**src/shared/synth_if_defs.svh**
```systemverilog
// Purpose: constants for the serial programming word decoder
// Assumes: 22-bit words shifted in msb first, address in the two lsbs
// Notes:   every field position and reset value lives here as a macro
`ifndef SYNTH_IF_DEFS_SVH
`define SYNTH_IF_DEFS_SVH

// word geometry
`define WORD_W         22
`define ADDR_W         2

// address codes in word bits [1:0]
`define ADDR_IF_REF    2'h0
`define ADDR_IF_FB     2'h1
`define ADDR_RF_REF    2'h2

// if feedback word fields
`define SWALLOW_LSB    2
`define SWALLOW_W      7
`define SWALLOW_USED   4
`define BINARY_LSB     9
`define BINARY_W       11
`define PRESCALE_BIT   20
`define PWDN_BIT       21

// if reference word: only the pump float bit is decoded here
`define IF_FLOAT_BIT   19

// rf reference word fields
`define RF_RDIV_LSB    2
`define RF_RDIV_W      15
`define RF_POL_BIT     17
`define RF_GAIN_BIT    18
`define RF_FLOAT_BIT   19
`define LOCK_SEL_LSB   20
`define LOCK_SEL_W     2

// reset values of the decoded fields
`define SWALLOW_RST    4'h0
`define BINARY_RST     11'h000
`define RDIV_RST       15'h0000
`define LOCK_SEL_RST   2'h0
`define BIT_RST        1'h0

// synchroniser depth and pin count
`define SYNC_STAGES    2
`define PIN_COUNT      3

`endif

```
**src/shared/synth_if_pkg.sv**
```systemverilog
// Purpose: packed carriers for the decoded programming words
// Assumes: field widths come from synth_if_defs.svh
// Notes:   msb-first field order matches the word layout
`include "synth_if_defs.svh"

package synth_if_pkg;

  // decoded if feedback divider word
  typedef struct packed {
    logic                          power_down;     // requested powerdown
    logic                          prescale_sel;   // 0: 8/9, 1: 16/17
    logic [`BINARY_W-1:0]          binary_count;   // b count
    logic [`SWALLOW_USED-1:0]      swallow_count;  // a count, 0..15
  } if_feedback_t;

  // decoded rf reference divider word
  typedef struct packed {
    logic [`LOCK_SEL_W-1:0]        lock_output_select;
    logic                          pump_float;
    logic                          pump_gain;
    logic                          detector_polarity;
    logic [`RF_RDIV_W-1:0]         reference_divide;
  } rf_reference_t;

endpackage

```
**src/hdl/synth_if_feedback_word_decode.sv**
```systemverilog
// Purpose: shifts in the three-wire programming words and decodes them
// Assumes: serial clock, data and latch enable are asynchronous pins,
//          serial clock well below clk/4 so every edge is seen
// Notes:   the last 22 bits before the latch edge form the word
`timescale 1ns/1ps
`include "synth_if_defs.svh"

module synth_if_feedback_word_decode (
  input  wire logic                       clk,
  input  wire logic                       rst,
  input  wire logic                       ce,
  input  wire logic                       ser_clk,          // serial clock pin
  input  wire logic                       ser_data,         // serial data pin
  input  wire logic                       latch_enable,     // word latch pin
  input  wire logic                       if_divider_wrap,  // feedback divider terminal count pulse
  output synth_if_pkg::if_feedback_t      if_cfg,           // decoded feedback word
  output synth_if_pkg::rf_reference_t     rf_cfg,           // decoded rf reference word
  output logic                            if_pump_float,    // if pump output high impedance
  output logic                            if_power_down     // effective if loop powerdown
);

  // synchronised pins: {latch_enable, ser_data, ser_clk}
  logic [`PIN_COUNT-1:0]          pin_s;
  logic [`PIN_COUNT-1:0]          pin_prev_r;   // last seen synced levels
  logic [`PIN_COUNT-1:0]          pin_prev_nxt;
  logic                           clk_rise;     // serial clock rising edge
  logic                           le_rise;      // latch enable rising edge
  logic [`WORD_W-1:0]             shift_r;      // serial shift register
  logic [`WORD_W-1:0]             shift_nxt;
  logic [`ADDR_W-1:0]             addr;         // address field of held word
  logic                           load_if_fb;   // latch of a feedback word
  logic                           load_rf_ref;  // latch of an rf reference word
  logic                           load_if_ref;  // latch of an if reference word
  synth_if_pkg::if_feedback_t     if_cfg_r;
  synth_if_pkg::if_feedback_t     if_cfg_nxt;
  synth_if_pkg::rf_reference_t    rf_cfg_r;
  synth_if_pkg::rf_reference_t    rf_cfg_nxt;
  logic                           float_r;      // if pump float bit
  logic                           float_nxt;
  logic                           pd_r;         // effective powerdown
  logic                           pd_nxt;

  // pins cross into clk before anything looks at them
  pin_sync #(
    .WIDTH   (`PIN_COUNT)
  ) u_pin_sync (
    .clk     (clk),
    .rst     (rst),
    .ce      (ce),
    .pin_in  ({latch_enable, ser_data, ser_clk}),
    .pin_out (pin_s)
  );

  // edge detection on the synchronised levels
  assign clk_rise    = ce && pin_s[0] && !pin_prev_r[0];
  assign le_rise     = ce && pin_s[2] && !pin_prev_r[2];
  assign addr        = shift_r[`ADDR_W-1:0];
  // address decode of the completed word
  assign load_if_fb  = le_rise && (addr == `ADDR_IF_FB);
  assign load_rf_ref = le_rise && (addr == `ADDR_RF_REF);
  assign load_if_ref = le_rise && (addr == `ADDR_IF_REF);

  // shifter: msb first, so the newest bit lands in bit 0
  always_comb begin
    pin_prev_nxt = pin_prev_r;
    shift_nxt    = shift_r;
    if (rst) begin
      pin_prev_nxt = '0;
      shift_nxt    = '0;
    end else if (ce) begin
      pin_prev_nxt = pin_s;
      // a latch edge in the same cycle uses the word before this bit
      if (clk_rise) begin
        shift_nxt = {shift_r[`WORD_W-2:0], pin_s[1]};
      end
    end
  end

  always_ff @(posedge clk) begin
    pin_prev_r <= pin_prev_nxt;
    shift_r    <= shift_nxt;
  end

  // word decode into the held configuration
  always_comb begin
    if_cfg_nxt = if_cfg_r;
    rf_cfg_nxt = rf_cfg_r;
    float_nxt  = float_r;
    if (rst) begin
      if_cfg_nxt.power_down     = `BIT_RST;
      if_cfg_nxt.prescale_sel   = `BIT_RST;
      if_cfg_nxt.binary_count   = `BINARY_RST;
      if_cfg_nxt.swallow_count  = `SWALLOW_RST;
      rf_cfg_nxt.lock_output_select = `LOCK_SEL_RST;
      rf_cfg_nxt.pump_float         = `BIT_RST;
      rf_cfg_nxt.pump_gain          = `BIT_RST;
      rf_cfg_nxt.detector_polarity  = `BIT_RST;
      rf_cfg_nxt.reference_divide   = `RDIV_RST;
      float_nxt                     = `BIT_RST;
    end else begin
      if (load_if_fb) begin
        // only the low four swallow bits are kept; the rest are don't care
        if_cfg_nxt.swallow_count = shift_r[`SWALLOW_LSB +: `SWALLOW_USED];
        // no range check: values below 3 are the host's to avoid
        if_cfg_nxt.binary_count  = shift_r[`BINARY_LSB +: `BINARY_W];
        if_cfg_nxt.prescale_sel  = shift_r[`PRESCALE_BIT];
        if_cfg_nxt.power_down    = shift_r[`PWDN_BIT];
      end
      if (load_rf_ref) begin
        rf_cfg_nxt.reference_divide   = shift_r[`RF_RDIV_LSB +: `RF_RDIV_W];
        rf_cfg_nxt.detector_polarity  = shift_r[`RF_POL_BIT];
        rf_cfg_nxt.pump_gain          = shift_r[`RF_GAIN_BIT];
        rf_cfg_nxt.pump_float         = shift_r[`RF_FLOAT_BIT];
        rf_cfg_nxt.lock_output_select = shift_r[`LOCK_SEL_LSB +: `LOCK_SEL_W];
      end
      // float takes effect on the latch itself, not on a divider event
      if (load_if_ref) begin
        float_nxt = shift_r[`IF_FLOAT_BIT];
      end
    end
  end

  always_ff @(posedge clk) begin
    if_cfg_r <= if_cfg_nxt;
    rf_cfg_r <= rf_cfg_nxt;
    float_r  <= float_nxt;
  end

  // effective powerdown: float set means asynchronous, so it follows the
  // request at once; float clear waits for the divider to wrap so the
  // loop stops cleanly; powering up is never delayed
  always_comb begin
    pd_nxt = pd_r;
    if (rst) begin
      pd_nxt = `BIT_RST;
    end else if (ce) begin
      if (!if_cfg_nxt.power_down) begin
        pd_nxt = 1'h0;
      end else if (float_nxt) begin
        pd_nxt = 1'h1;
      end else if (if_divider_wrap) begin
        pd_nxt = 1'h1;
      end
    end
  end

  always_ff @(posedge clk) begin
    pd_r <= pd_nxt;
  end

  assign if_cfg        = if_cfg_r;
  assign rf_cfg        = rf_cfg_r;
  assign if_pump_float = float_r;
  assign if_power_down = pd_r;
endmodule // synth_if_feedback_word_decode

```
**src/hdl/pin_sync.sv**
```systemverilog
// Purpose: two-flop synchroniser for a group of asynchronous pins
// Assumes: each bit is an independent level; no bus coherence needed
// Notes:   the first stage feeds only the second stage
`timescale 1ns/1ps
`include "synth_if_defs.svh"

module pin_sync #(
  parameter int WIDTH = 1
) (
  input  wire logic             clk,
  input  wire logic             rst,
  input  wire logic             ce,
  input  wire logic [WIDTH-1:0] pin_in,
  output logic      [WIDTH-1:0] pin_out
);

  logic [WIDTH-1:0] meta_r;   // first stage, may go metastable
  logic [WIDTH-1:0] meta_nxt;
  logic [WIDTH-1:0] sync_r;   // second stage, safe to read
  logic [WIDTH-1:0] sync_nxt;

  // refused while elaborating: a zero-width group has no stages to build
  if (WIDTH < 1) begin : g_bad_width
    $error("pin_sync: WIDTH must be at least 1");
  end

  // next values: shift one stage per enabled clock
  always_comb begin
    meta_nxt = meta_r;
    sync_nxt = sync_r;
    if (rst) begin
      meta_nxt = '0;
      sync_nxt = '0;
    end else if (ce) begin
      meta_nxt = pin_in;
      sync_nxt = meta_r;
    end
  end

  // register only
  always_ff @(posedge clk) begin
    meta_r <= meta_nxt;
    sync_r <= sync_nxt;
  end

  assign pin_out = sync_r;

endmodule // pin_sync

```
**config.mk**
```make
export PLATFORM = sky130hd
export DESIGN_NAME = synth_if_feedback_word_decode
export DESIGN_NICKNAME = d
export VERILOG_FILES = /design/src/shared/synth_if_pkg.sv /design/src/hdl/synth_if_feedback_word_decode.sv /design/src/hdl/pin_sync.sv
export VERILOG_INCLUDE_DIRS = /design/src /design/src/shared
export SDC_FILE = /design/constraint.sdc
export NUM_CORES = 1
export LEC_CHECK = 0
export BUFFER_PORTS_ARGS = -buffer_cell sky130_fd_sc_hd__buf_4
export CAP_MARGIN = 20
export CORE_MARGIN = 4
export CORE_UTILIZATION = 61
export CTS_BUF_LIST = sky130_fd_sc_hd__clkbuf_8
export CTS_CLUSTER_SIZE = 12
export DETAILED_ROUTE_END_ITERATION = 10
export PLACE_DENSITY = 0.86
export SYNTH_ARGS = -nofsm -noshare
export SYNTH_HDL_FRONTEND = slang
export SYNTH_SLANG_ARGS = --single-unit
```
**constraint.sdc**
```tcl
create_clock -name clk -period 4.5 [get_ports clk]
set_clock_uncertainty 0.2 [all_clocks]
set_input_delay 0.45 -clock clk [delete_from_list [all_inputs] [get_ports clk]]
set_output_delay 0.45 -clock clk [all_outputs]
set_load 0.05 [all_outputs]
```
==> impl_metrics.ini, run 1 <==
[setup_path]
start_kind = register
crit_type = register to register
crit_fanout = 17
cp.required_ps = 4550
worstPathArrival_ps = 2130
crit_path_end_kind = register

[sta]
rsz0062_at_grt = no
post-route-min-period_ps = 2075
fmax_ghz = 0.4819
worst_slack_ps = 2425
setup_viol = 0
final-hold-violation-count = 0
maxSlewHeadroom_pct = 39.99
fin_tns_setup_ps = 0
worst_pin_slew_ps = 897.8
final_max_slew_viol_count = 0
finalCritPeriodShare_pct = 46.11

[global_routing]
antenna_found_initial = 0
grt_max_degree = 70
first_global_vias = 1950
grt_use_total_pct = 22.17
overflow = 0
grt_pass1_wl_mm = 8.763

[clock_tree]
ctsHoldBuffers = 0
cts_tree = done
path_clk_slew_ps = 60
cts_made_buffers = 9
cts_num_sinks = 69
cts-resized-gates = 0
post_cts_buffers = 0
cts.path.max_buffers = 2
root_buffer = clkbuf_8
clk_latency_ps = 340
htree_levels = 3

[die]
rows = 22
start_util_pct = 64.81
die_w_um = 71.07
die-area_sq_um = 5050
ios = 46
core_sq_um = 3744
die_y_um = 71.07

[status]
status = finished clean

[flow_run]
cap_viol_max_count = 0

[finish]
design_area_sq_um = 2974
antenna_cells = 0
drive_gt1_share_pct = 18.34
area_growth_pct = 22.59
ff_latch_area_sq_um = 1381
final_nets = 342
n_fill_cell = 274
multi_input_area_sq_um = 973.4
final_cells = 386

[yosys]
synth_cell_types = 19
synth_edf_count = 0
dominantRegCellSynth = dfxtp_1
synth_top_area_cell = dfxtp_1
ys_async_sr_fraction_pct = 0
syn_area_per_cell_sq_um = 8.196
ys_seq_elements = 69
synth_seq_area_share_pct = 56.94
ys_warn_count = 0
synth.area.top_cells = dfxtp_1 57%, nand2_1 18%, a21oi_1 13%
synth_top_area_share_pct = 56.94
syn_nets = 303
syn-cell-area_sq_um = 2426
synth_cells = 296

[route]
drt_iter0_drc = 216
drt-pass1-iter-count = 4
via_per_inst = 5.394
wl_per_cell_um = 13.33
drtAntennaViolNets = 0
routed_wl_mm = 5.146
drcViolationCount = 0
vias = 2082

[power]
cellLeakagePower_nw = 1.112
peakVddDrop_v = 0.0003190
power_density_nw_per_um2 = 386.5
totalPowerFinal_mw = 1.150

[placement]
portBuffers = 45
dp_cells = 372
pre_cts_ws_ps = 2122
gp_congestion = 0.7788
dp.final_hpwl_mm = 3.319
dpl_cell_area_sq_um = 2779

[min_path]
min_path_type = input pin to register
==> metrics by stage <==
step,hold slack (ps),utilization (%)
after floorplan,231.2,-
after global placement,242.9,73.93
after detailed placement,248.3,74.23
after CTS,135.1,79.45
after global routing,166.3,79.45
final,146.4,79.45
==> state kept, by name, indices dropped and copies added (netlist names) <==
register	flops
if_cfg	17
if_power_down	1
if_pump_float	1
pin_prev_r	2
rf_cfg	20
shift_r	22
u_pin_sync.meta_r	3
u_pin_sync.pin_out	3
==> layout make-up <==
type                    instances  share of cell area [%]
repair buffers                 48                   12.24
multi-input cells             207                   32.73
clock buffers                   9                   4.165
flip-flops and latches         69                   46.44
well taps                      48                   2.019
clock inverters                 5                   2.398
==> cells in the mapped netlist, types with 2 or more instances <==
cell / instances
or4b_1: 2
mux2i_1: 7
nand2_1: 117
nor2_1: 9
buf_2: 2
nand2b_1: 2
clkbuf_1: 17
dfxtp_1: 69
a21oi_1: 61
==> metal layers <==
layer	track usage, %	wire (um)	share of wire (%)
met1	26.84	2201	43
met2	35.02	2564	50
met3	8.807	339	6.6
met4	9.395	41	0.80
met5	0	0	0
==> power breakdown <==
part           switching (mW)  internal (mW)
Clock                   0.208          0.300
Sequential            0.00211          0.614
Combinational          0.0170        0.00835
Total                   0.228          0.922
==> worst max-delay path, stage by stage (launching register included) <==
cell and delay, ps:
dfxtp_1 350, nand2_2 130, or4b_1 840, mux2i_1 230, a211oi_1 250
==> logic make-up (layout without fill, tap and decap cells) <==
family                 after synthesis  in the layout  synth area share, %
AO/OA/AOI/OAI                       65             65                14.03
buffers and inverters               20             62                3.197
flip-flops                          69             69                56.94
multiplexers                         7              7                2.888
AND/OR/NAND/NOR                    135            135                22.95
==> worst paths after layout <==
kind	slack, ps	cells after the start	from	endpoint
setup / recovery	2430	4	u_pin_sync.pin_out[2]	if_power_down
hold / removal	150	3	ser_clk	u_pin_sync.meta_r[0]
setup reg to reg	2430	4	u_pin_sync.pin_out[2]	if_power_down
hold reg to reg	250	2	rf_cfg[6]	rf_cfg[6]
==> layout by cell type (no fill, tap or decap) <==
| master | netlist | final |
|---|---|---|
| or4b_1 | 2 | 2 |
| inv_1 | 0 | 3 |
| nand2b_1 | 2 | 2 |
| or2_0 | 1 | 1 |
| nand2_1 | 117 | 117 |
| nor2_1 | 9 | 9 |
| nor4b_4 | 1 | 1 |
| buf_4 | 0 | 47 |
| dfxtp_1 | 69 | 69 |
| o41a_1 | 1 | 1 |
| nand2_2 | 1 | 1 |
| nor4b_2 | 0 | 1 |
| a21oi_1 | 61 | 61 |
| buf_6 | 0 | 1 |
| nor4_1 | 1 | 1 |
| mux2i_1 | 7 | 7 |
| bufinv_16 | 0 | 2 |
| a2111oi_0 | 1 | 1 |
| o21bai_1 | 1 | 1 |
| a211oi_1 | 1 | 1 |
| clkbuf_8 | 0 | 9 |
Power figures use the tool's default switching activity.
==> inputs of run 2 (changes only) <==
--- a/config.mk
+++ b/config.mk
@@ -6,14 +6,15 @@
 export SDC_FILE = /design/constraint.sdc
 export NUM_CORES = 1
 export LEC_CHECK = 0
+export ABC_AREA = 1
 export BUFFER_PORTS_ARGS = -buffer_cell sky130_fd_sc_hd__buf_4
 export CAP_MARGIN = 20
 export CORE_MARGIN = 4
-export CORE_UTILIZATION = 61
+export CORE_UTILIZATION = 51
 export CTS_BUF_LIST = sky130_fd_sc_hd__clkbuf_8
 export CTS_CLUSTER_SIZE = 12
 export DETAILED_ROUTE_END_ITERATION = 10
-export PLACE_DENSITY = 0.86
+export PLACE_DENSITY = 0.76
 export SYNTH_ARGS = -nofsm -noshare
 export SYNTH_HDL_FRONTEND = slang
 export SYNTH_SLANG_ARGS = --single-unit
==> constraint.sdc (replaced) <==
create_clock -name clk -period 1.89 [get_ports clk]
set_clock_uncertainty 0.2 [all_clocks]
set_input_delay 0.189 -clock clk [delete_from_list [all_inputs] [get_ports clk]]
set_output_delay 0.189 -clock clk [all_outputs]
set_load 0.05 [all_outputs]
==> run 2 against run 1 <==
Synthesized area grew 2.0%. Register-to-register slack lost 2100 ps. First-iteration DRC count shrank 26%. Final cell count grew 12%. Sequential share of layout area shrank 1.5 points. Hold slack gained 120 ps. Via count shrank 0.24%. Critical path depth grew 6.
==> impl_metrics.ini, run 2 <==
[clock_tree]
clk_latency_ps = 320
cts.path.max_buffers = 2
cts_tree = done
cts_num_sinks = 69
cts_made_buffers = 9
root_buffer = clkbuf_8
post_cts_buffers = 0
htree_levels = 3
path_clk_slew_ps = 70

[finish]
final_common_cell = nor2_1
drive_gt1_share_pct = 21.98
design_area_sq_um = 3075
final_util_pct = 65.11
final_nets = 366
largest_reg_flops = 22
antenna_cells = 0
final_cells = 431
top_register = shift_r
area_growth_pct = 24.27
final_cell_mix = 119 x nor2_1, 69 x dfxtp_1, 55 x o21ai_0

[yosys]
synth_top_area_cell = dfxtp_1
ys_async_sr_fraction_pct = 0
synth.most_common_cell = nor2_1
dominantRegCellSynth = dfxtp_1
ys_seq_elements = 69
syn-cell-area_sq_um = 2475
ys_warn_count = 0
syn_nets = 315
synth_top_area_share_pct = 55.81
syn_area_per_cell_sq_um = 8.035
synth_cells = 308
synth_cell_types = 20
synth_edf_count = 0
yosys-top-cells-count = 119 x nor2_1, 69 x dfxtp_1, 55 x o21ai_0
synth.area.top_cells = dfxtp_1 56%, nor2_1 18%, o21ai_0 11%
synth_seq_area_share_pct = 55.81

[power]
cellLeakagePower_nw = 1.364
power_density_nw_per_um2 = 898.7
totalPowerFinal_mw = 2.764
peakVddDrop_v = 0.0007762

[route]
routed_wl_mm = 4.949
drt_iter0_drc = 159
drcViolationCount = 0
drt-pass1-iter-count = 4
via_per_inst = 4.819
vias = 2077
wl_per_cell_um = 11.48
drtAntennaViolNets = 0

[global_routing]
grt_max_degree = 23
use_met3_pct = 3.596
overflow = 0
met2_usage_pct = 28.34
first_global_vias = 1935
grt_busiest_layer = met2
met1_usage_pct = 22.17
antenna_found_initial = 0
grt_use_total_pct = 17.52
grt_pass1_wl_mm = 8.542

[setup_path]
crit_slowest_cell = dlygate4sd3_1
cpPeakStageDelay_ps = 530
crit_fanout = 18
cp.required_ps = 1950
path_cells = dlygate4sd3_1 -> buf_4 -> nand2_2 -> nor2_4 -> nand2_4 -> clkinv_4 -> nor2_2 -> nor2_2 -> nor2_1 -> a21oi_1
critPathMostFrequentCell = nor2_2
crit_type = input pin to register
start_kind = input pin
crit_path_end_kind = register
worstPathArrival_ps = 1810

[sta]
post-route-min-period_ps = 1752
final-hold-violation-count = 0
holdWs_ps = 269.3
final_max_slew_viol_count = 0
worst_slack_ps = 137.6
worst_pin_slew_ps = 339.6
finalCritPeriodShare_pct = 92.72
fin_tns_setup_ps = 0
rsz0062_at_grt = no
setup_viol = 0
maxSlewHeadroom_pct = 77.31
fmax_ghz = 0.5706

[placement]
dp_cells = 409
gp_congestion = 0.7669
portBuffers = 45
dp.final_hpwl_mm = 3.289
dpl_cell_area_sq_um = 2830
pre_cts_ws_ps = 327.5

[die]
core_sq_um = 4723
die_y_um = 77.66
die-area_sq_um = 6031
ios = 46
rows = 25
die_w_um = 77.66
start_util_pct = 52.40

[min_path]
min_path_type = register to register

[status]
status = finished clean

[flow_run]
cap_viol_max_count = 0
run 2: cell types whose count changed after synthesis, moves of 7 or more:
cell and delta:
inv_1 +10, mux2i_1 -7, clkbuf_1 -10, nand2_1 -111, nor2_1 +110, a21oi_1 -52
o21ai_0 +55, o21ai_1 +9
run 2: final timing paths:
kind,start,end,slack (ps),depth (start not counted)
worst min-delay path,if_power_down,if_power_down,270,2
worst max-delay path,ce,if_power_down,140,10
worst min register to register,if_power_down,if_power_down,270,2
worst max register to register,u_pin_sync.pin_out[2],if_power_down,350,8
run 2: routing by layer:
| layer | up-vias | wire, um | share of wire (%) |
|---|---|---|---|
| li1 | 1085 | - | - |
| met1 | 939 | 2332 | 47 |
| met2 | 45 | 2272 | 46 |
| met3 | 8 | 242 | 4.9 |
| met4 | 0 | 101 | 2.0 |
| met5 | - | 0 | 0 |
run 2: cell type report:
cell class	instances	area (sq um)
clock buffers	11	151.4
clock inverters	5	26.28
fillers	419	1648
inverters	11	53.80
multi-input cells	210	928.4
flip-flops and latches	69	1381
well taps	67	83.83
repair buffers	58	450.4
run 2: logic make-up after synthesis:
family / Yosys count / share of synthesized area (%)
DFF: 69 / 55.81
buffers and inverters: 29 / 6.673
AOI/OAI and AO/OA: 74 / 15.12
and+or+nand+nor: 136 / 22.40
run 2: timing repair:
item                                    CTS  global route
hold endpoints to repair                  7             0
endpoints found under the setup margin    0             2
hold buffers                              6             0
gates resized for setup                   0             2
run 2: power by group:
group | total, mW | internal [mW] | switching [mW]
Sequential | 1.53 | 1.50 | 0.0309
Combinational | 0.191 | 0.0702 | 0.120
Clock | 1.05 | 0.536 | 0.511
run 2: critical path: cells and delay by family:
family	cells	cell delay (ps)
AND/OR/NAND/NOR	6	620
buffers and inverters	3	870
AO/OA/AOI/OAI	1	120
==> inputs of run 3 (changes only) <==
--- a/config.mk
+++ b/config.mk
@@ -15,6 +15,7 @@
 export CTS_CLUSTER_SIZE = 12
 export DETAILED_ROUTE_END_ITERATION = 10
 export PLACE_DENSITY = 0.76
+export RECOVER_POWER = 100
 export SYNTH_ARGS = -nofsm -noshare
 export SYNTH_HDL_FRONTEND = slang
 export SYNTH_SLANG_ARGS = --single-unit
==> run 3 against run 2 <==
Clock-buffer cell count did not move. Hold slack got worse by 2.2 ps. Clock power barely moved.
==> impl_metrics.ini, run 3 (same netlist as run 2, synthesis figures left out) <==
[setup_path]
r2r_end = if_power_down
crit_type = input pin to register
r2r_start = u_pin_sync.pin_out[2]
start_kind = input pin
worstSetupEndpoint = rf_cfg[17]
worstPathArrival_ps = 1830
cp.depth = 6
reg2reg_depth = 8
cpPeakStageDelay_ps = 540
crit_slowest_cell = dlygate4sd3_1
crit_start = rst
cp_top_family = buffers and inverters
path_cells = dlygate4sd3_1 -> clkbuf_1 -> inv_1 -> clkbuf_2 -> o21ai_0 -> a21oi_1
crit_fanout = 22
crit_path_end_kind = register
rrSetupSlack_ps = 360
path_buf_inv = 4
cp.required_ps = 1950

[clock_tree]
htree_levels = 3
cts.path.max_buffers = 2
cts_made_buffers = 9
path_clk_slew_ps = 70
cts_num_sinks = 69
clk_latency_ps = 320
cts_tree = done
root_buffer = clkbuf_8

[die]
start_util_pct = 52.40
die_w_um = 77.66
die-area_sq_um = 6031
ios = 46
core_sq_um = 4723
die_y_um = 77.66
rows = 25

[finish]
final_cell_mix = 119 x nor2_1, 69 x dfxtp_1, 55 x o21ai_0
antenna_cells = 0
final_common_cell = nor2_1
n_fill_cell = 455
multi_input_area_sq_um = 928.4
area_growth_pct = 17.80
ff_latch_area_sq_um = 1381
final_nets = 366
largest_reg_flops = 22
drive_gt1_share_pct = 10.99
top_register = shift_r

[route]
drcViolationCount = 0
drt-pass1-iter-count = 4
routed_wl_mm = 4.996
wl_per_cell_um = 11.59
drt_iter0_drc = 147
vias = 2081
via_per_inst = 4.828
drtAntennaViolNets = 0

[global_routing]
grt_use_total_pct = 17.52
first_global_vias = 1935
antenna_found_initial = 0
overflow = 0
grt_pass1_wl_mm = 8.542
grt_max_degree = 23

[power]
cellLeakagePower_nw = 1.190
peakVddDrop_v = 0.0007771
power_density_nw_per_um2 = 945.3
totalPowerFinal_mw = 2.756

[sta]
finalCritPeriodShare_pct = 93.76
post-route-min-period_ps = 1772
worst_pin_slew_ps = 609.4
final_max_slew_viol_count = 0
fmax_ghz = 0.5643
setup_viol = 0
rsz0062_at_grt = no
final-hold-violation-count = 0
maxSlewHeadroom_pct = 59.55
fin_tns_setup_ps = 0
worst_slack_ps = 117.9

[placement]
pre_cts_ws_ps = 327.5
portBuffers = 45
gp_congestion = 0.7669
dp.final_hpwl_mm = 3.289

[flow_run]
cap_viol_max_count = 0

[min_path]
min_path_type = register to register

[status]
status = finished clean
## run 3: changes by cell type in the layout (fill, tap and decap cells not counted), sizes merged
cell / before / now
clkbuf: 11 / 54
buf: 52 / 9
## run 3: worst reg2reg max path, cell delays in order, from the launching register on
cell and delay (ps):
dfxtp_1 350, nand2_2 80, nor2_4 150, nand2_4 150
clkinv_4 180, nor2_2 50, nor2_2 130, nor2_1 50
a21oi_1 120
## run 3: routing by layer
layer  vias up  global-route usage, %  share of wire [%]
met1       933                  22.17                 47
met2        52                  28.34                 45
met3        10                  3.596                5.0
met5         -                      0                  0
li1       1086                      -                  -
met4         0                  8.541                2.2
## run 3: worst min path at each step
stage                                to  depth (start not counted)  slack (ps)     startpoint
after floorplan           pin_prev_r[0]                          1          60            rst
after global placement    pin_prev_r[0]                          2         180            rst
after detailed placement  pin_prev_r[0]                          2         180            rst
after CTS                 if_power_down                          2         280  if_power_down
after global routing      if_power_down                          2         300  if_power_down
final                     if_power_down                          2         270  if_power_down
## run 3: metrics by stage
step | cell area (sq um) | std cells | hold slack, ps | util (%)
finish | 2915 | 431 | 267.1 | 61.72
floorplan | 2475 | 308 | 58.07 | -
CTS | 3068 | 431 | 277.6 | 64.95
global placement | 2830 | 409 | 181.2 | 59.92
global route | 2915 | 431 | 297.6 | 61.72
detailed placement | 2830 | 409 | 184.3 | 59.92
## run 3: where the power goes
| part | total, mW | switching [mW] | leakage (nW) | internal [mW] |
|---|---|---|---|---|
| Sequential | 1.53 | 0.0308 | 0.560 | 1.50 |
| Clock | 1.05 | 0.512 | 0.0963 | 0.536 |
| Combinational | 0.181 | 0.121 | 0.534 | 0.0606 |
## run 3: repair_timing
action	in CTS	in global routing
setup buffers	0	0
setup endpoints to repair	0	2
hold buffers	6	0
hold endpoints to repair	7	0
resized for setup	0	2
## run 3: area by class of cell
cell class                 instances  area share (%)
clock inverter                     5          0.9013
tap                               67           2.876
inverter                          11           1.845
clock buffer                      11           5.193
timing repair buffer              58           9.957
sequential                        69           47.38
multi-input combinational        210           31.85
